[config.mk]
export PLATFORM = sky130hd
export DESIGN_NAME = bps_top
export DESIGN_NICKNAME = d
export VERILOG_FILES = /design/src/logic/bps_top.v
export VERILOG_INCLUDE_DIRS = /design/src /design/src/include
export SDC_FILE = /design/constraint.sdc
export NUM_CORES = 1
export LEC_CHECK = 0
export ABC_AREA = 1
export ABC_CLOCK_PERIOD_IN_PS = 7950
export BUFFER_PORTS_ARGS = -buffer_cell sky130_fd_sc_hd__buf_2
export CAP_MARGIN = 20
export CORE_ASPECT_RATIO = 1.5
export CORE_MARGIN = 2
export CORE_UTILIZATION = 37
export DETAILED_ROUTE_END_ITERATION = 8
export PLACE_DENSITY_LB_ADDON = 0.25
export SLEW_MARGIN = 20
export SYNTH_ARGS = -nofsm -noshare
export SYNTH_HDL_FRONTEND = slang
export SYNTH_SLANG_ARGS = --single-unit
[constraint.sdc]
create_clock -name pclk -period 7.95 [get_ports pclk]
set_clock_uncertainty 0.15 [all_clocks]
set_input_delay 0 -clock pclk [delete_from_list [all_inputs] [get_ports pclk]]
set_output_delay 0 -clock pclk [all_outputs]
set_load 0.03 [all_outputs]
[src/include/bps_defines.vh]
// constants for the buck pwm supervisor: register map, fields, timing
// assumes a 10 MHz pclk and 32-bit apb data
`ifndef BPS_DEFINES_VH
`define BPS_DEFINES_VH

// register byte offsets
`define BPS_ADDR_W 12
`define BPS_OFF_PERIOD 12'h000
`define BPS_OFF_STATUS 12'h004
`define BPS_OFF_INT_STAT 12'h008
`define BPS_OFF_INT_MASK 12'h00C
`define BPS_OFF_SS_COUNT 12'h010

// interrupt event bits
`define BPS_EV_W 4
`define BPS_EV_SS_DONE 0
`define BPS_EV_OVP 1
`define BPS_EV_OC 2
`define BPS_EV_SUPPLY 3

// switching period in pclk cycles
`define BPS_CLK_KHZ 10000
`define BPS_FSW_MIN_KHZ 50
`define BPS_FSW_MAX_KHZ 1000
`define BPS_PER_W 8
// clk_khz / fsw_min_khz and clk_khz / fsw_max_khz, sized to the period field
`define BPS_PER_MAX 8'hC8
`define BPS_PER_MIN 8'h0A
`define BPS_PER_RST 8'h21

// timing
`define BPS_CLK_NS 100
`define BPS_DEAD_NS 20
`define BPS_BLANK_NS 300
// dead time and blanking rounded up to whole pclk cycles, counter width
`define BPS_DEAD_CYC 4'h1
`define BPS_BLANK_CYC 4'h3
`define BPS_SS_W 12
`define BPS_SS_CYCLES 12'h800
`define BPS_SS_SHIFT 11
`define BPS_DMAX_NUM 4'h9
`define BPS_DMAX_DEN 4'hA
`define BPS_CNT_W 4

`endif

[src/logic/bps_top.v]
// buck pwm supervisor: start-up sequencing, pwm, protection, apb registers
// assumes all comparator flags arrive already synchronous to pclk
`include "bps_defines.vh"

// Function
// - soft start begins only with supply ok, enable high, id code valid
// - soft start counts 2048 switching cycles, ramping the duty limit
// - power good held low through soft start, then follows monitor
// - below start threshold: held in power-on reset, both gates off
// - supply below stop threshold returns to power-on reset
// - overvoltage after soft start latches: high gate low, low gate high
// - overvoltage cleared by supply cycle or enable toggle, then soft start
// - overvoltage also cleared by floating id code then valid code
// - duty from comparing loop level against internal ramp each cycle
// - switching frequency selectable from 50 kHz to 1 MHz
// - a gate turns on only after the other is off plus dead time
// - after soft start, outside the 5% window force maximum or zero duty
// - power good asserted when output within 10% after soft start
// - current sampled 300 ns after high turn-on; trip ends pulse
// - over-current declared when sensed drop exceeds limit threshold
module bps_top (
    // apb
    input wire pclk,
    input wire presetn,
    input wire psel,
    input wire penable,
    input wire pwrite,
    input wire [`BPS_ADDR_W-1:0] paddr,
    input wire [31:0] pwdata,
    output reg [31:0] prdata,
    output reg pready,
    output reg pslverr,
    // comparator flags and control pins
    input wire vcc_above_start,
    input wire vcc_below_stop,
    input wire output_enable,
    input wire voltage_id_code_valid,
    input wire voltage_id_code_float,
    input wire window_low,
    input wire window_high,
    input wire ovp_trip,
    input wire pg_in_range,
    input wire current_limit_sense_pin,
    input wire [`BPS_PER_W-1:0] loop_level,
    // gate drives and flags
    output reg high_gate,
    output reg low_gate,
    output reg power_good_flag,
    output reg irq
);

    localparam [4:0] ST_POR = 5'h01;
    localparam [4:0] ST_IDLE = 5'h02;
    localparam [4:0] ST_SS = 5'h04;
    localparam [4:0] ST_RUN = 5'h08;
    localparam [4:0] ST_OVP = 5'h10;

    reg [4:0] state_q;
    reg [4:0] state_d;
    reg supply_ok_q;
    reg en_prev_q;
    reg float_seen_q;
    reg [`BPS_SS_W-1:0] ss_cnt_q;
    reg [`BPS_PER_W-1:0] period_q;
    reg [`BPS_PER_W-1:0] phase_q;
    reg oc_cut_q;
    reg [`BPS_CNT_W-1:0] blank_q;
    reg [`BPS_CNT_W-1:0] gap_q;
    reg [`BPS_EV_W-1:0] int_stat_q;
    reg [`BPS_EV_W-1:0] int_mask_q;
    reg hs_d;
    reg ls_d;
    reg want_hs;
    reg want_ls;
    reg pwm_on;
    reg [`BPS_PER_W-1:0] duty;
    reg [31:0] rd_word;
    reg addr_ok;
    reg wr_ok;

    // last ramp count marks the switching cycle boundary
    wire cyc_start = (phase_q == period_q - 8'h01);
    // soft start ceiling grows as period * count / 2048
    wire [18:0] ss_prod = period_q * ss_cnt_q[10:0];
    wire [`BPS_PER_W-1:0] ss_limit = ss_prod[18:11];
    // duty ceiling keeps a low-side interval in every cycle
    wire [11:0] dmax_prod = period_q * `BPS_DMAX_NUM;
    wire [11:0] dmax_full = dmax_prod / `BPS_DMAX_DEN;
    wire [`BPS_PER_W-1:0] max_on = dmax_full[`BPS_PER_W-1:0];
    wire gap_ok = (gap_q >= `BPS_DEAD_CYC);
    wire blank_ok = (blank_q >= `BPS_BLANK_CYC);
    wire en_fall = en_prev_q & ~output_enable;
    // writes land on the pready edge, where the bus commits them
    wire wr_en = psel & penable & pwrite & pready;
    wire wr_req = psel & penable & pwrite & ~pready;
    wire rd_en = psel & penable & ~pwrite & ~pready;
    wire [`BPS_EV_W-1:0] ev_set;
    wire [`BPS_PER_W-1:0] wr_per = pwdata[`BPS_PER_W-1:0];

    always @(posedge pclk or negedge presetn) begin
        if (!presetn) begin
            supply_ok_q <= 1'b0;
        end else if (vcc_below_stop) begin
            supply_ok_q <= 1'b0;
        end else if (vcc_above_start) begin
            supply_ok_q <= 1'b1;
        end
    end

    // state machine
    always @* begin
        state_d = state_q;
        case (state_q)
            ST_POR: begin
                if (supply_ok_q) begin
                    state_d = ST_IDLE;
                end
            end
            ST_IDLE: begin
                if (output_enable && voltage_id_code_valid) begin
                    state_d = ST_SS;
                end
            end
            ST_SS: begin
                if (!output_enable) begin
                    state_d = ST_IDLE;
                end else if (ss_cnt_q == `BPS_SS_CYCLES) begin
                    state_d = ST_RUN;
                end
            end
            ST_RUN: begin
                if (ovp_trip) begin
                    state_d = ST_OVP;
                end else if (!output_enable) begin
                    state_d = ST_IDLE;
                end
            end
            ST_OVP: begin
                if (en_fall) begin
                    state_d = ST_IDLE;
                end else if (float_seen_q && voltage_id_code_valid &&
                             !voltage_id_code_float && output_enable) begin
                    state_d = ST_SS;
                end
            end
            default: begin
                state_d = ST_POR;
            end
        endcase
        if (!supply_ok_q) begin
            state_d = ST_POR;
        end
    end

    // float seen only while latched, so a stale float cannot clear a later trip
    always @(posedge pclk or negedge presetn) begin
        if (!presetn) begin
            state_q <= ST_POR;
            en_prev_q <= 1'b0;
            float_seen_q <= 1'b0;
        end else begin
            state_q <= state_d;
            en_prev_q <= output_enable;
            if (state_q != ST_OVP) begin
                float_seen_q <= 1'b0;
            end else if (voltage_id_code_float) begin
                float_seen_q <= 1'b1;
            end
        end
    end

    // switching period from software frequency setting
    always @(posedge pclk or negedge presetn) begin
        if (!presetn) begin
            phase_q <= {`BPS_PER_W{1'b0}};
        end else if (cyc_start || phase_q >= period_q) begin
            phase_q <= {`BPS_PER_W{1'b0}};
        end else begin
            phase_q <= phase_q + 8'h01;
        end
    end

    always @(posedge pclk or negedge presetn) begin
        if (!presetn) begin
            ss_cnt_q <= {`BPS_SS_W{1'b0}};
        end else if (state_q != ST_SS) begin
            ss_cnt_q <= {`BPS_SS_W{1'b0}};
        end else if (cyc_start && ss_cnt_q != `BPS_SS_CYCLES) begin
            ss_cnt_q <= ss_cnt_q + 12'h001;
        end
    end

    // blanking after high turn-on, cut until next cycle
    always @(posedge pclk or negedge presetn) begin
        if (!presetn) begin
            blank_q <= {`BPS_CNT_W{1'b0}};
            oc_cut_q <= 1'b0;
        end else begin
            if (!high_gate) begin
                blank_q <= {`BPS_CNT_W{1'b0}};
            end else if (!blank_ok) begin
                blank_q <= blank_q + 4'h1;
            end
            if (cyc_start) begin
                oc_cut_q <= 1'b0;
            end else if (high_gate && blank_ok && current_limit_sense_pin) begin
                oc_cut_q <= 1'b1;
            end
        end
    end

    // duty selection and gate wishes
    always @* begin
        duty = loop_level;
        if (duty > max_on) begin
            duty = max_on;
        end
        // limit ramps up during soft start
        if (state_q == ST_SS && duty > ss_limit) begin
            duty = ss_limit;
        end
        pwm_on = (phase_q < duty);
        if (state_q == ST_RUN && window_high) begin
            pwm_on = 1'b0;
        end else if (state_q == ST_RUN && window_low) begin
            pwm_on = (phase_q < max_on);
        end
        want_hs = 1'b0;
        want_ls = 1'b0;
        case (state_q)
            ST_SS, ST_RUN: begin
                // trip turns high off, low on
                // sense is switching noise until blanking has run out
                want_hs = pwm_on & ~oc_cut_q;
                want_ls = ~want_hs;
                if (high_gate && blank_ok && current_limit_sense_pin) begin
                    want_hs = 1'b0;
                    want_ls = 1'b1;
                end
            end
            ST_OVP: begin
                want_ls = 1'b1;
            end
            default: begin
                want_hs = 1'b0;
                want_ls = 1'b0;
            end
        endcase
        // other gate off for dead time first
        hs_d = want_hs & (high_gate | (~low_gate & gap_ok));
        ls_d = want_ls & (low_gate | (~high_gate & gap_ok));
    end

    always @(posedge pclk or negedge presetn) begin
        if (!presetn) begin
            high_gate <= 1'b0;
            low_gate <= 1'b0;
            gap_q <= {`BPS_CNT_W{1'b0}};
            power_good_flag <= 1'b0;
        end else begin
            high_gate <= hs_d;
            low_gate <= ls_d;
            if (high_gate || low_gate) begin
                gap_q <= {`BPS_CNT_W{1'b0}};
            end else if (!gap_ok) begin
                gap_q <= gap_q + 4'h1;
            end
            power_good_flag <= (state_d == ST_RUN) && (state_q == ST_RUN) &&
                               pg_in_range;
        end
    end

    // interrupt events
    // each is a one-cycle pulse on its transition
    assign ev_set[`BPS_EV_SS_DONE] = (state_q == ST_SS) && (state_d == ST_RUN);
    assign ev_set[`BPS_EV_OVP] = (state_q != ST_OVP) && (state_d == ST_OVP);
    assign ev_set[`BPS_EV_OC] = ~oc_cut_q & high_gate & blank_ok & current_limit_sense_pin;
    assign ev_set[`BPS_EV_SUPPLY] = (state_q != ST_POR) && (state_d == ST_POR);

    // address decode; unmapped reads return zero
    always @* begin
        rd_word = 32'h00000000;
        addr_ok = 1'b1;
        wr_ok = 1'b0;
        if (paddr == `BPS_OFF_PERIOD) begin
            rd_word = {24'h000000, period_q};
            wr_ok = 1'b1;
        end else if (paddr == `BPS_OFF_STATUS) begin
            rd_word = {21'h000000, float_seen_q, oc_cut_q, supply_ok_q,
                       power_good_flag, state_q, low_gate, high_gate};
        end else if (paddr == `BPS_OFF_INT_STAT) begin
            rd_word = {28'h0000000, int_stat_q};
            wr_ok = 1'b1;
        end else if (paddr == `BPS_OFF_INT_MASK) begin
            rd_word = {28'h0000000, int_mask_q};
            wr_ok = 1'b1;
        end else if (paddr == `BPS_OFF_SS_COUNT) begin
            rd_word = {20'h00000, ss_cnt_q};
        end else begin
            addr_ok = 1'b0;
        end
    end

    // apb slave, one wait state
    always @(posedge pclk or negedge presetn) begin
        if (!presetn) begin
            period_q <= `BPS_PER_RST;
            int_mask_q <= {`BPS_EV_W{1'b0}};
            prdata <= 32'h00000000;
            pready <= 1'b0;
            pslverr <= 1'b0;
        end else begin
            pready <= psel & penable & ~pready;
            pslverr <= 1'b0;
            // errors decided on the first access edge so they stand with pready
            if (rd_en) begin
                prdata <= rd_word;
                pslverr <= ~addr_ok;
            end
            if (wr_req) begin
                pslverr <= ~wr_ok;
            end
            if (wr_en && paddr == `BPS_OFF_PERIOD) begin
                // clamp to 50 kHz .. 1 MHz
                if (wr_per < `BPS_PER_MIN) begin
                    period_q <= `BPS_PER_MIN;
                end else if (wr_per > `BPS_PER_MAX) begin
                    period_q <= `BPS_PER_MAX;
                end else begin
                    period_q <= wr_per;
                end
            end
            if (wr_en && paddr == `BPS_OFF_INT_MASK) begin
                int_mask_q <= pwdata[`BPS_EV_W-1:0];
            end
        end
    end

    // sticky status: an event in the clear cycle still sets its bit
    always @(posedge pclk or negedge presetn) begin
        if (!presetn) begin
            int_stat_q <= {`BPS_EV_W{1'b0}};
            irq <= 1'b0;
        end else begin
            if (wr_en && paddr == `BPS_OFF_INT_STAT) begin
                int_stat_q <= (int_stat_q & ~pwdata[`BPS_EV_W-1:0]) | ev_set;
            end else begin
                int_stat_q <= int_stat_q | ev_set;
            end
            // irq rises on the same edge as its status bit, falls one edge after a clear
            irq <= |((int_stat_q | ev_set) & int_mask_q);
        end
    end

endmodule

==> results.md, run 1 <==
Clocking:
- The clock tree from TritonCTS is yes.
- Clock latency on the worst-skew pair, taken at its later pin, is between 0.3 and 0.4 ns.
- The clock transition at the register clock pins on the worst setup and hold paths after CTS is ~0.060 ns.
- Clock tree synthesis selected as its root buffer the cell sky130_fd_sc_hd__clkbuf_16.
- In this run, CTS created clock tree buffers numbering 9.
- The number of levels the H-tree was split into is 3.
- Counting every sink on the clock net gives 71.
- The maximum buffer depth of the clock tree is 2.

Setup path:
- The path depth of the worst reg2reg path is 61.
- For this run, the slowest stage of the critical path takes 0.41 ns.
- Of all nets on the critical path, the largest fanout is 5.
- The startpoint identified for the worst register-to-register timing path is period_q[1].
- The worst setup path is launched from a register.
- The signal arrival time at the worst endpoint is 7.73 ns.
- The path type of the worst setup path is reg2reg.
- The cell seen most often among critical-path stages is sky130_fd_sc_hd__nand2_1.
- The slowest cell on the critical path is sky130_fd_sc_hd__dfrtp_1.
- The endpoint type of the worst setup path is a register.
- The kind of cell with the highest combined delay on the critical path is simple AND/OR/NAND/NOR gates.
- The capture instance of the worst register-to-register path is low_gate.
- Across all register-to-register paths, the minimum setup slack is around 0.28 ns.
- At the worst endpoint, the required time is 8.01 ns.
- Together, buffers and inverters on the worst path number 8.

GRT:
- The first global-routing pass estimated 36000 um of wire.
- For this run the aggregate overflow at the end of global routing stands at 0.
- The number of antenna violations at the first check in global routing is 0.
- The combined global-route utilization of all metal layers is a little under a fifth.
- The number of global-route vias before repair is 7809.
- Entering global routing, the biggest net connects 72 pins.

Finish:
- Registers take around 1800 um^2.
- The net count reported at finish is ~1.5k.
- Once layout is done, the placed cells without fillers occupy 10300 um^2.
- Summing all multi-input logic gate instances after layout gives a little over 6000 um^2.
- The relative area change from synthesis to final layout is 23.8%.
- The fraction of the core area covered by cells at the end of the flow is a little under half.
- The number of diodes added for antenna fixing is 0.
- The proportion of layout cells with a drive suffix above 1 is 19.0%.
- The count of filler cells inserted in the layout is 2256.

Power and ir drop:
- Across the VDD grid, the largest voltage drop is between 0.09 and 0.1 mV.
- In this run the power density over the cells is about 93 nW/um^2.
- The analysis attributes to cell leakage a power of 5.71 nW.
- Overall power consumption after layout is estimated at 0.962 mW.

Timing:
- Setup repair after global routing could not meet its margin everywhere.
- Timing would allow up to 0.130 GHz.
- The transition at the pin with the smallest max-transition slack is 0.941 ns.
- For the finished layout, the period the worst path requires is 7.67 ns.
- The worst relative slew slack is 37.3%.
- The number of pins with negative max-slew slack in the final report was 0.
- The post-route fraction of the period consumed by the critical path is 96.5%.
- The final setup violation count is 0.
- Setup slack on the critical path of the routed design comes to around 0.28 ns.
- Hold timing on the final database bottoms out at a slack of between 0.01 and 0.015 ns.
- The total count of hold-check failures in the final report is 0.

Floorplan:
- The count of standard-cell rows is 67.
- The core area is 22300 um^2.
- Once the floorplan was initialized, standard cells occupied 37.4% of the core.
- From bottom edge to top edge, the die measures 188 um.
- The die area is around 24000 um^2.
- In this run the horizontal extent of the chip is 127 um.
- The top-level I/O count is about 110.

Routing:
- The first routing iteration left about 380 violations.
- The total routed wirelength is 22000 um.
- The count of nets left with antenna violations once routing finished came out at 0.
- After detailed routing, the number of vias per cell comes to a little under 5.
- The total DRC errors in the routed layout is 0.
- The via count is around 7.7k.
- After detailed routing, the average wire length per cell comes to roughly 14 um.
- The first detailed-routing pass took 6 iterations.

Hold path:
- The path with the worst hold slack has its endpoint at state_q[3].
- The path class of the tightest hold or removal check is in2reg.
- The cell depth of the worst hold path is 6.
- The beginning of the worst hold path is ovp_trip.

Logic synthesis:
- The share of synthesized area occupied by flip-flops and latches is 21.3%.
- In the synthesized netlist the dominant register cell turns out to be sky130_fd_sc_hd__dfrtp_1.
- Synthesis produced a netlist whose cell count is 1149.
- After synthesis, the netlist uses 53 different library cells.
- After synthesis, the share of flip-flops with an asynchronous set or reset is 100%.
- The number of warnings reported in the yosys synthesis log is 0.
- The cell area after synthesis is 8350 um^2.
- The number of synthesized register bits is roughly 70.
- The mean post-synth cell area is 7.27 um^2.
- The number of synthesized flops with an enable pin is 0.

Job:
- The tool flagged a number of max-cap violations equal to 0.

Placement:
- In this run the cell area measured after placement is 9030 um^2.
- The post-detailed-placement half-perimeter wirelength is 16900 um.
- Before CTS, the worst setup slack after placement is -0.0557 ns.
- The number of buffers inserted by port buffering is 60.
- The final weighted congestion in routability-driven placement is 0.829.

Status:
- The flow ran to the end, and the final reports show no timing, DRC or antenna violations.
==> repair_timing <==
action,4_1_cts,5_1_grt
cloned,0,1
setup endpoints to repair,2,2
pin swaps,0,35
setup buffers,0,18
hold buffers,29,0
resized for setup,2,121
endpoints found under the hold margin,97,0
==> through the flow <==
step	cells	TNS (ns)
5_1_grt	1548	-0.389
6_report	1548	0
3_3_place_gp	1484	0
2_1_floorplan	1168	0
3_5_place_dp	1484	-0.0988
4_1_cts	1529	0
==> synth_stat cells (3+ instances only) <==
cell type	n	area, um^2
sky130_fd_sc_hd__o31ai_1	4	30.0
sky130_fd_sc_hd__or2_2	3	18.8
sky130_fd_sc_hd__buf_4	20	150
sky130_fd_sc_hd__clkbuf_1	25	93.8
sky130_fd_sc_hd__xnor2_1	7	61.3
sky130_fd_sc_hd__nor3b_1	3	22.5
sky130_fd_sc_hd__o211ai_1	3	22.5
sky130_fd_sc_hd__nor2_1	62	233
sky130_fd_sc_hd__nand2_4	3	33.8
sky130_fd_sc_hd__a21o_1	6	45.0
sky130_fd_sc_hd__o21a_1	3	22.5
sky130_fd_sc_hd__o21ai_0	66	330
sky130_fd_sc_hd__inv_2	6	22.5
sky130_fd_sc_hd__a211oi_1	4	30.0
sky130_fd_sc_hd__dfstp_2	3	78.8
sky130_fd_sc_hd__fa_1	54	1080
sky130_fd_sc_hd__dfrtp_1	68	1700
sky130_fd_sc_hd__nand3_1	50	250
sky130_fd_sc_hd__a221oi_1	4	35.0
sky130_fd_sc_hd__nand2_1	257	965
sky130_fd_sc_hd__inv_1	227	852
sky130_fd_sc_hd__nand4_1	9	56.3
sky130_fd_sc_hd__xor2_1	16	140
sky130_fd_sc_hd__nor3_1	20	100
sky130_fd_sc_hd__a21oi_1	53	265
sky130_fd_sc_hd__nand3_2	6	60.1
sky130_fd_sc_hd__o22ai_1	6	37.5
sky130_fd_sc_hd__nor4_1	10	62.6
sky130_fd_sc_hd__ha_1	93	1160
sky130_fd_sc_hd__nand2_2	24	150
==> worst reg2reg max path: cells and delay by family (launching register included) <==
kind / cells / cell delay [ns]
AND/OR/NAND/NOR: 34 / 2.73
AO/OA/AOI/OAI: 12 / 1.57
XOR/XNOR: 1 / 0.20
flip-flops: 1 / 0.41
buffers and inverters: 8 / 0.93
adder cells (fa/ha/maj): 6 / 1.57
==> worst max path at each step <==
stage,start,endpoint,slack (ns),depth (start not counted)
global route,period_q[5],low_gate,-0.23,69
global placement,period_q[5],low_gate,0.04,36
detailed placement,period_q[4],low_gate,-0.06,62
floorplan,period_q[5],low_gate,0.41,37
finish,period_q[1],low_gate,0.28,61
CTS,period_q[4],low_gate,0.003,61
==> power breakdown <==
part           internal (mW)  leakage, nW  switching [mW]
Combinational         0.0661         4.65           0.106
Clock                  0.252        0.144           0.154
Sequential             0.374        0.913         0.00864
==> cell families after synthesis <==
logic type / after synthesis / share of synthesized area, %
other: 1 / 0.0449
DFF: 71 / 21.3
xor gates and xnor gates: 23 / 2.41
buffers and inverters: 284 / 13.7
muxes: 1 / 0.120
adders and majority gates: 147 / 26.9
and+or+nand+nor: 454 / 23.9
AOI/OAI and AO/OA: 168 / 11.6
==> sequential cells by signal, indices dropped and copies added, names as in the netlist <==
signal	cells
power_good_flag	1
supply_ok_q	1
en_prev_q	1
period_q	8
int_mask_q	4
float_seen_q	1
ss_cnt_q	12
prdata	12
pslverr	1
blank_q	4
low_gate	1
state_q	5
phase_q	8
gap_q	4
high_gate	1
int_stat_q	4
pready	1
irq	1
oc_cut_q	1
==> routing by layer <==
metal,up-vias,GRT usage [%],part of all wire (%)
li1,3835,-,-
met1,3652,21.3,42
met2,163,35.2,53
met3,41,1.40,2.6
met4,0,6.55,2.6
met5,-,0,0
==> layout by cell type (no fill, tap or decap), types with 20 or more instances in the layout <==
master,count
sky130_fd_sc_hd__a21oi_1,43
sky130_fd_sc_hd__inv_1,226
sky130_fd_sc_hd__nor2_1,59
sky130_fd_sc_hd__buf_2,59
sky130_fd_sc_hd__nand2_2,24
sky130_fd_sc_hd__nand2_4,23
sky130_fd_sc_hd__conb_1,20
sky130_fd_sc_hd__buf_4,44
sky130_fd_sc_hd__nand3_1,42
sky130_fd_sc_hd__dlygate4sd3_1,29
sky130_fd_sc_hd__fa_1,53
sky130_fd_sc_hd__o21ai_0,55
sky130_fd_sc_hd__dfrtp_1,68
sky130_fd_sc_hd__ha_1,80
sky130_fd_sc_hd__nand2_1,237
==> final cells by class <==
| cell class | instances | share of cell area [%] |
|---|---|---|
| timing repair buffer | 136 | 9.30 |
| timing repair inverter | 1 | 0.0484 |
| clock inverter | 3 | 0.424 |
| multi-input combinational | 813 | 58.6 |
| clock buffer | 13 | 2.42 |
| tap | 276 | 3.34 |
| inverter | 235 | 8.67 |
| sequential | 71 | 17.2 |
Power figures use the tool's default switching activity.
==> run 2, diff against run 1 <==
Settings changed: ABC_AREA 1 to unset, CORE_ASPECT_RATIO 1.5 to unset, PLACE_DENSITY set to 0.65, PLACE_DENSITY_LB_ADDON 0.25 to unset.
==> run 2 against run 1 <==
Effect of this change: the flow now finishes with violations (setup timing); combinational power rose by 58%; power rose by 16%; critical endpoint is now high_gate; clock power rose by 5.4%; flip-flop and latch count did not move; first-iteration DRC count rose by 61%; highest routed layer unchanged; critical path depth fell by 9.
==> results.md, run 2 <==
Logic synthesis:
- After synthesis, the cell types taking the most area are sky130_fd_sc_hd__dfrtp_1, sky130_fd_sc_hd__ha_1, sky130_fd_sc_hd__fa_1.
- The share of synthesized area in the top cell type comes to a little under a fifth.
- The cell type with the largest total area after synthesis is sky130_fd_sc_hd__dfrtp_1.
- The number of synthesized flops with an enable pin is 0.
- Ranked by instance count, the synthesized netlist is headed by sky130_fd_sc_hd__nor2_1, sky130_fd_sc_hd__nand2_1, sky130_fd_sc_hd__ha_1, sky130_fd_sc_hd__inv_1, sky130_fd_sc_hd__dfrtp_1.
- The share of synthesized area occupied by flip-flops and latches is 19.7%.
- The cell area that synthesis handed to floorplanning was 9030 um^2.
- The primary flip-flop cell chosen by synthesis mapping is sky130_fd_sc_hd__dfrtp_1.
- For this run, the number of Yosys warnings is 0.
- The count of cell types in the netlist is 89.
- The synthesized design contains 71 register bits.
- For this run, asynchronously set or reset flops after synthesis account for 100%.
- The most common cell in the synthesized netlist is sky130_fd_sc_hd__nor2_1.
- The post-synthesis cell count is 1103.
- The mean post-synth cell area is around 8.2 um^2.

Routing:
- The sum of met3 wire segment lengths after detailed routing is 1250 um.
- Dividing the detail-routed wire length by the instance count gives between 15 and 20 um.
- The via count is 8943.
- Wire segments on met2 add up to ~13000 um in the final route.
- After detailed routing, the number of vias per cell comes to 5.37.
- The first-iteration detailed-routing DRC count is just over 600.
- In this run the remaining antenna-violating nets after routing total 0.
- The total DRC errors in the routed layout is 0.
- For this block, wires on met1 add up to 11900 um.
- The first detailed-routing pass ran for 5 iterations.
- The highest layer touched by signal routing is met4.
- The routed design has 27200 um of wire.

Floorplan:
- The core area is 24100 um^2.
- The top-level I/O count is 105.
- The floorplan has between 50 and 60 rows.
- The initial core utilization is 37.4%.
- The horizontal die dimension is 160 um.
- The die height is 160 um.
- The floorplan step defined a die boundary enclosing 25700 um^2.

Timing:
- The total count of hold-check failures in the final report was 0.
- Once routing completed, OpenROAD measured the worst setup slack at -1.05 ns.
- Of the available clock period, the critical path in the final layout requires 113%.
- At the pin with the least slew margin, the transition time is around 0.98 ns.
- Measured against its own limit, the worst slew margin works out to 34.0%.
- The number of pins with negative max-slew slack in the final report came to 0.
- The clock period minus final worst setup slack is ~9.0 ns.
- Hold timing on the final database bottoms out at a slack of approximately 0.0034 ns.
- Setup violations remaining at the end of the flow were counted as 2.
- After routing, the total negative slack on setup checks comes to -2.07 ns.
- Based on the critical path, the design can be clocked at up to 0.111 GHz.
- Setup repair after global routing could not meet its margin everywhere.

Setup path:
- By startpoint and endpoint, the worst setup path is classified as reg2reg.
- The endpoint type of the worst setup path is a register.
- The capture instance of the worst register-to-register path is high_gate.
- The worst path buffer plus inverter count is 8.
- The path depth of the worst reg2reg path is 52.
- The highest net fanout along the worst path is 7.
- The cell seen most often among critical-path stages is sky130_fd_sc_hd__a21oi_2.
- The reg2reg setup slack is -1.05 ns.
- The signal arrival time at the worst endpoint is 9.13 ns.
- The kind of cell with the highest combined delay along the critical path is compound AO/OA/AOI/OAI gates.
- The required time at the worst-slack endpoint is 8.07 ns.
- Counting buffers and inverters, the worst setup path is 52 cells deep.
- The slowest stage of the critical path belongs to the cell sky130_fd_sc_hd__dfrtp_1.
- The launch point of the worst reg-to-reg path is period_q[4].
- The startpoint class of the critical path is a register.
- The critical path's largest stage delay is 0.39 ns.

Placement:
- The post-detailed-placement half-perimeter wirelength is roughly 21000 um.
- Buffers placed on the I/O ports in this run total 60.
- The final weighted congestion in routability-driven placement is 0.896.

Clocking:
- The clock tree from TritonCTS is yes.
- The clock tree synthesis step divided the H-tree into 3 levels.
- Clock tree synthesis found a total of between 70 and 80 sinks.
- The clock transition at the register clock pins on the worst setup and hold paths after CTS is 0.06 ns.
- Clock tree synthesis inserted a total of 9 buffers.
- The source-to-sink clock delay at the later pin of the worst-skew pair is ~0.34 ns.
- The longest clock path from root to sink contains 2 buffers.
- The clock tree root buffer cell is sky130_fd_sc_hd__clkbuf_16.

GRT:
- The remaining global-route overflow is 0.
- Global routing used 21.0% of the available tracks across all layers.
- The number of global-route vias before repair is 8874.
- The largest net degree at the start of global routing is 72.
- The first global-routing pass estimated 44100 um of wire.
- The number of antenna violations at the first check in global routing is 0.

Power and ir drop:
- The combinational power share is 24.6%.
- The largest voltage drop on the vdd net is 0.137 mV.
- For this design the ratio of total power to cell area is 93.4 nW/um^2.
- The leakage dissipation is between 5 and 6 nW.
- Summed over all nets, the switching power comes to roughly 0.34 mW.
- The switching share of total power is 31.0%.
- The power share of the clock group is about two fifths.
- Overall power consumption after layout is estimated at 1.11 mW.
- Sequential cells burn 36.9% of the power.
- The cell internal power dissipation is 0.768 mW.

Job:
- The tool flagged a number of max-cap violations equal to 0.

Finish:
- The commonest non-fill, non-tap cell in the layout is sky130_fd_sc_hd__buf_4.
- The proportion of layout cells with a drive suffix above 1 is 27.4%.
- The filler cells instantiated in the layout total 2319.
- From synthesis to final layout, the design area changed by 32.1%.
- Cells fill 49.5% of the core in the end.
- In the layout the commonest cells are sky130_fd_sc_hd__buf_4, sky130_fd_sc_hd__nand2_1, sky130_fd_sc_hd__nor2_1.
- The number of diodes added for antenna fixing is 0.
- In the final design database the tool counted 1549 nets.
- In the final layout, the registers with the most flip-flops are prdata: 12 flops, ss_cnt_q: 12 flops.

Status:
- The run finished, with violations left.
- The checks that failed: setup timing.

Hold path:
- The endpoint of the worst hold-timing path is oc_cut_q.
- The worst hold path begins at current_limit_sense_pin.
- The type of the most critical hold path is in2reg.
- The cell depth of the worst hold path is 4.
run 2: repair_timing:
action | CTS | global route
gates cloned | 1 | 0
setup buffers | 18 | 19
resized for setup | 20 | 48
pin swaps | 15 | 45
hold buffers | 25 | 0
endpoints found under the setup margin | 2 | 2
endpoints found under the hold margin | 94 | 0
run 2: area by class of cell:
type / instances / area [um^2] / share of cell area (%)
multi-input cells: 879 / 7010 / 58.8
repair buffers: 279 / 2060 / 17.2
flip-flops and latches: 71 / 1780 / 14.9
well taps: 324 / 405 / 3.40
inverters: 95 / 357 / 2.99
clock buffers: 11 / 253 / 2.12
clock inverters: 5 / 63.8 / 0.535
run 2: how the worst max path moves through the flow:
stage / slack [ns] / endpoint / start
global route: -1.48 / high_gate / period_q[4]
global placement: -0.62 / high_gate / period_q[3]
CTS: -0.67 / high_gate / period_q[1]
finish: -1.05 / high_gate / period_q[4]
detailed placement: -0.80 / high_gate / period_q[1]
floorplan: -0.64 / high_gate / period_q[1]
run 2: kinds of logic after synthesis:
family	share of synthesized area [%]
other	0.0415
XOR/XNOR	3.49
adder cells (fa/ha/maj)	25.0
multiplexers	2.20
flip-flops	19.7
buffers and inverters	8.32
AO/OA/AOI/OAI	20.4
AND/OR/NAND/NOR	20.8
run 2: metal layers:
| layer | track usage, % | up-vias |
|---|---|---|
| met5 | 0 | - |
| met4 | 8.23 | 0 |
| met3 | 2.23 | 68 |
| met2 | 35.3 | 289 |
| met1 | 27.9 | 4314 |
| li1 | - | 4272 |
run 2: power by group through the flow:
stage	combinational, mW	clock [mW]	sequential, mW
after floorplan	0.176	0	0.404
after global placement	0.233	0	0.416
after detailed placement	0.239	0	0.416
after CTS	0.258	0.436	0.410
after global routing	0.303	0.452	0.413
final	0.274	0.428	0.411
run 2: worst min-delay path: stages:
cell                       delay, ns
sky130_fd_sc_hd__buf_2          0.10
sky130_fd_sc_hd__nand3b_1       0.12
sky130_fd_sc_hd__nor2b_1        0.17
sky130_fd_sc_hd__nor2_1         0.06
run 2: metrics by stage:
stage	setup slack, ns	instances	cell area, um^2
floorplan	-0.644	1122	9240
global placement	-0.624	1585	10700
detailed placement	-0.798	1585	10700
CTS	-0.672	1645	11500
global route	-1.48	1664	11900
finish	-1.05	1664	11900
==> run 3, diff against run 2 <==
Settings changed: PLACE_DENSITY 0.65 to 0.64, SLEW_MARGIN 20 to unset.
==> run 3 against run 2 <==
Effect of this change: the flow still finishes with violations (setup timing); register-to-register slack better by 0.22 ns; clock power is 5.1% lower; hold slack worse by 0.0011 ns; via count is 2.3% lower; critical path depth is 6 lower; global-route usage is 0.064 points lower; critical endpoint unchanged; largest cell class unchanged; largest power group is now registers.
==> results.md, run 3 (same netlist as run 2, synthesis figures left out) <==
Status:
- The flow ran to the end, but the final reports show violations.
- The final reports fail on setup timing.

Floorplan:
- The horizontal die dimension is 160 um.
- The top-level I/O count is 105.
- In this run the vertical extent of the chip is 160 um.
- The core region is 24100 um^2.
- The initial utilization of the core area, before any placement, comes to between 30 and 40%.
- In this run the core area contains 57 standard-cell rows.
- The die area is 25700 um^2.

Routing:
- The total routed wirelength is ~27000 um.
- The total DRC errors in the routed layout is 0.
- The number of nets with antenna violations after routing is 0.
- The post-detailed-route via-to-cell ratio is 5.23.
- The post-detailed-route wirelength per cell is 15.9 um.
- The via count is 8737.
- For this block, the initial DRC count from the detailed router was around 520.
- The total iterations of the first detailed-routing run is 7.

Finish:
- In the final design database the tool counted 1556 nets.
- The relative area change from synthesis to final layout is 31.1%.
- The largest registers in the layout are prdata: 12 flops, ss_cnt_q: 12 flops.
- In the final layout, the share of cells above drive strength 1 is 27.2%.
- Cells fill between 40% and 50% of the core in the end.
- The top cell types in the final layout, fill and taps aside, are sky130_fd_sc_hd__buf_4, sky130_fd_sc_hd__nand2_1, sky130_fd_sc_hd__nor2_1.
- The count of filler cells inserted in the layout is ~2.3k.
- The design area is 11800 um^2.
- The library cell used most frequently in the layout, excluding fill and tap cells, is sky130_fd_sc_hd__buf_4.
- The number of diodes added for antenna fixing is 0.

Timing:
- Setup repair after global routing could not meet its margin everywhere.
- The smallest clock period supported by the final layout is computed as 8.79 ns.
- At the pin with the least slew margin, the transition time is 0.917 ns.
- The worst hold slack is 0.00236 ns.
- The worst relative slew slack is 38.9%.
- Once routing completed, OpenROAD measured the worst setup slack at -0.838 ns.
- The number of pins with negative max-slew slack in the final report is 0.
- The total count of hold-check failures in the final report came to 0.
- In the finished design, the share of the clock period the worst path needs comes to 111%.
- The final setup violation count is 2.
- Derived from the worst setup path, the maximum achievable clock frequency is around 0.11 GHz.

Clocking:
- Clock-pin slew was measured on the worst setup and hold paths at 0.07 ns.
- Clock tree synthesis inserted a total of 9 buffers.
- The clock tree root buffer cell is sky130_fd_sc_hd__clkbuf_16.
- The clock passes through at most 2 buffers.
- The number of levels the H-tree was split into is 3.
- The clock reaches the later pin of the worst-skew pair after 0.34 ns.
- TritonCTS built the clock tree.
- Clock tree synthesis found a total of 71 sinks.

GRT:
- The first global-routing pass estimated 44100 um of wire.
- Summed over all layers, the global routing overflow is 0.
- The largest net degree at the start of global routing is 72.
- The number of global-route vias before repair is just under 9k.
- The number of antenna violations at the first check in global routing came to 0.
- The combined global-route utilization of all metal layers is between 20% and 30%.

Setup path:
- The worst setup path is captured at a register.
- The required time at the worst-slack endpoint is about 8.1 ns.
- The setup path with the least slack is of type reg2reg.
- The largest single stage delay on the critical path is between 0.3 and 0.4 ns.
- The reg2reg setup slack is -0.84 ns.
- Among all stages on the critical path, the largest delay is contributed by sky130_fd_sc_hd__fa_2.
- The most numerous cell type found on the critical path is sky130_fd_sc_hd__buf_6.
- The startpoint class of the critical path is a register.
- The highest net fanout along the worst path is 8.
- The signal arrival time at the worst endpoint is 8.91 ns.

Hold path:
- The type of the most critical hold path is in2reg.

Power and ir drop:
- Power spread over the standard cell area amounts to between 90 and 100 nW/um^2.
- The largest voltage drop on the vdd net is 0.181 mV.
- The leakage dissipation is slightly below 6 nW.
- The sum of internal, switching and leakage power is 1.10 mW.

Placement:
- The post-detailed-placement half-perimeter wirelength is 20600 um.
- Before CTS, the worst setup slack after placement is -0.855 ns.
- Port buffering added 60 buffers.
- The area of placed instances is ~11000 um^2.
- At the end of routability-driven placement, the weighted congestion stood at 0.877.

Job:
- The count of maximum capacitance violations is 0.
[run 3: changes by cell type in the layout (fill, tap and decap cells not counted), sizes merged]
cell	delta
clkinvlp	-1
o21a	-1
bufinv	-1
buf	+5
clkbuf	-1
inv	+4
dlygate4sd3	+2
[run 3: power by group]
group | total (mW) | internal, mW | switching, mW
registers | 0.409 | 0.376 | 0.0327
clock network | 0.406 | 0.222 | 0.184
logic | 0.280 | 0.138 | 0.142
[run 3: layout make-up]
class	instances	area, um^2	area share, %
sequential	71	1780	15.0
inverter	95	357	3.01
multi-input combinational	878	6890	58.2
timing repair buffer	287	2100	17.8
clock inverter	7	71.3	0.603
tap	324	405	3.43
clock buffer	9	225	1.90
[run 3: layer usage]
metal	track usage (%)	vias to the layer above	routed length, um
met5	0	-	0
met4	7.08	0	689
met3	2.00	40	1090
met2	35.8	231	12800
met1	27.9	4188	12100
li1	-	4278	-
[run 3: path summary, 6_finish.rpt]
path / from / to / cells after the start
setup / recovery: period_q[1] / high_gate / 46
min in group asynchronous: presetn / ss_cnt_q[4] / 2
setup reg to reg: period_q[1] / high_gate / 46
hold reg to reg: prdata[9] / prdata[9] / 2
hold / removal: current_limit_sense_pin / int_stat_q[2] / 4
max in group asynchronous: presetn / phase_q[4] / 2
[run 3: through the flow]
stage | setup TNS [ns] | cells
floorplan | -1.24 | 1122
global placement | -1.31 | 1595
detailed placement | -1.71 | 1595
CTS | -1.31 | 1666
global route | -2.48 | 1671
finish | -1.66 | 1671
[run 3: what timing repair did]
action / 4_1_cts / 5_1_grt
gates resized for setup: 26 / 26
buffers inserted: 28 / 4
endpoints found under the setup margin: 2 / 2
hold buffers: 27 / 0
hold endpoints to repair: 96 / 0
pin swaps: 20 / 25
[run 3: worst max-delay path, delay by kind of cell (launching register included)]
family / cells / cell delay [ns]
buffers and inverters: 6 / 0.80
and+or+nand+nor: 7 / 0.78
muxes: 1 / 0.39
adders and majority gates: 6 / 1.57
DFF: 1 / 0.38
AOI/OAI and AO/OA: 26 / 4.63
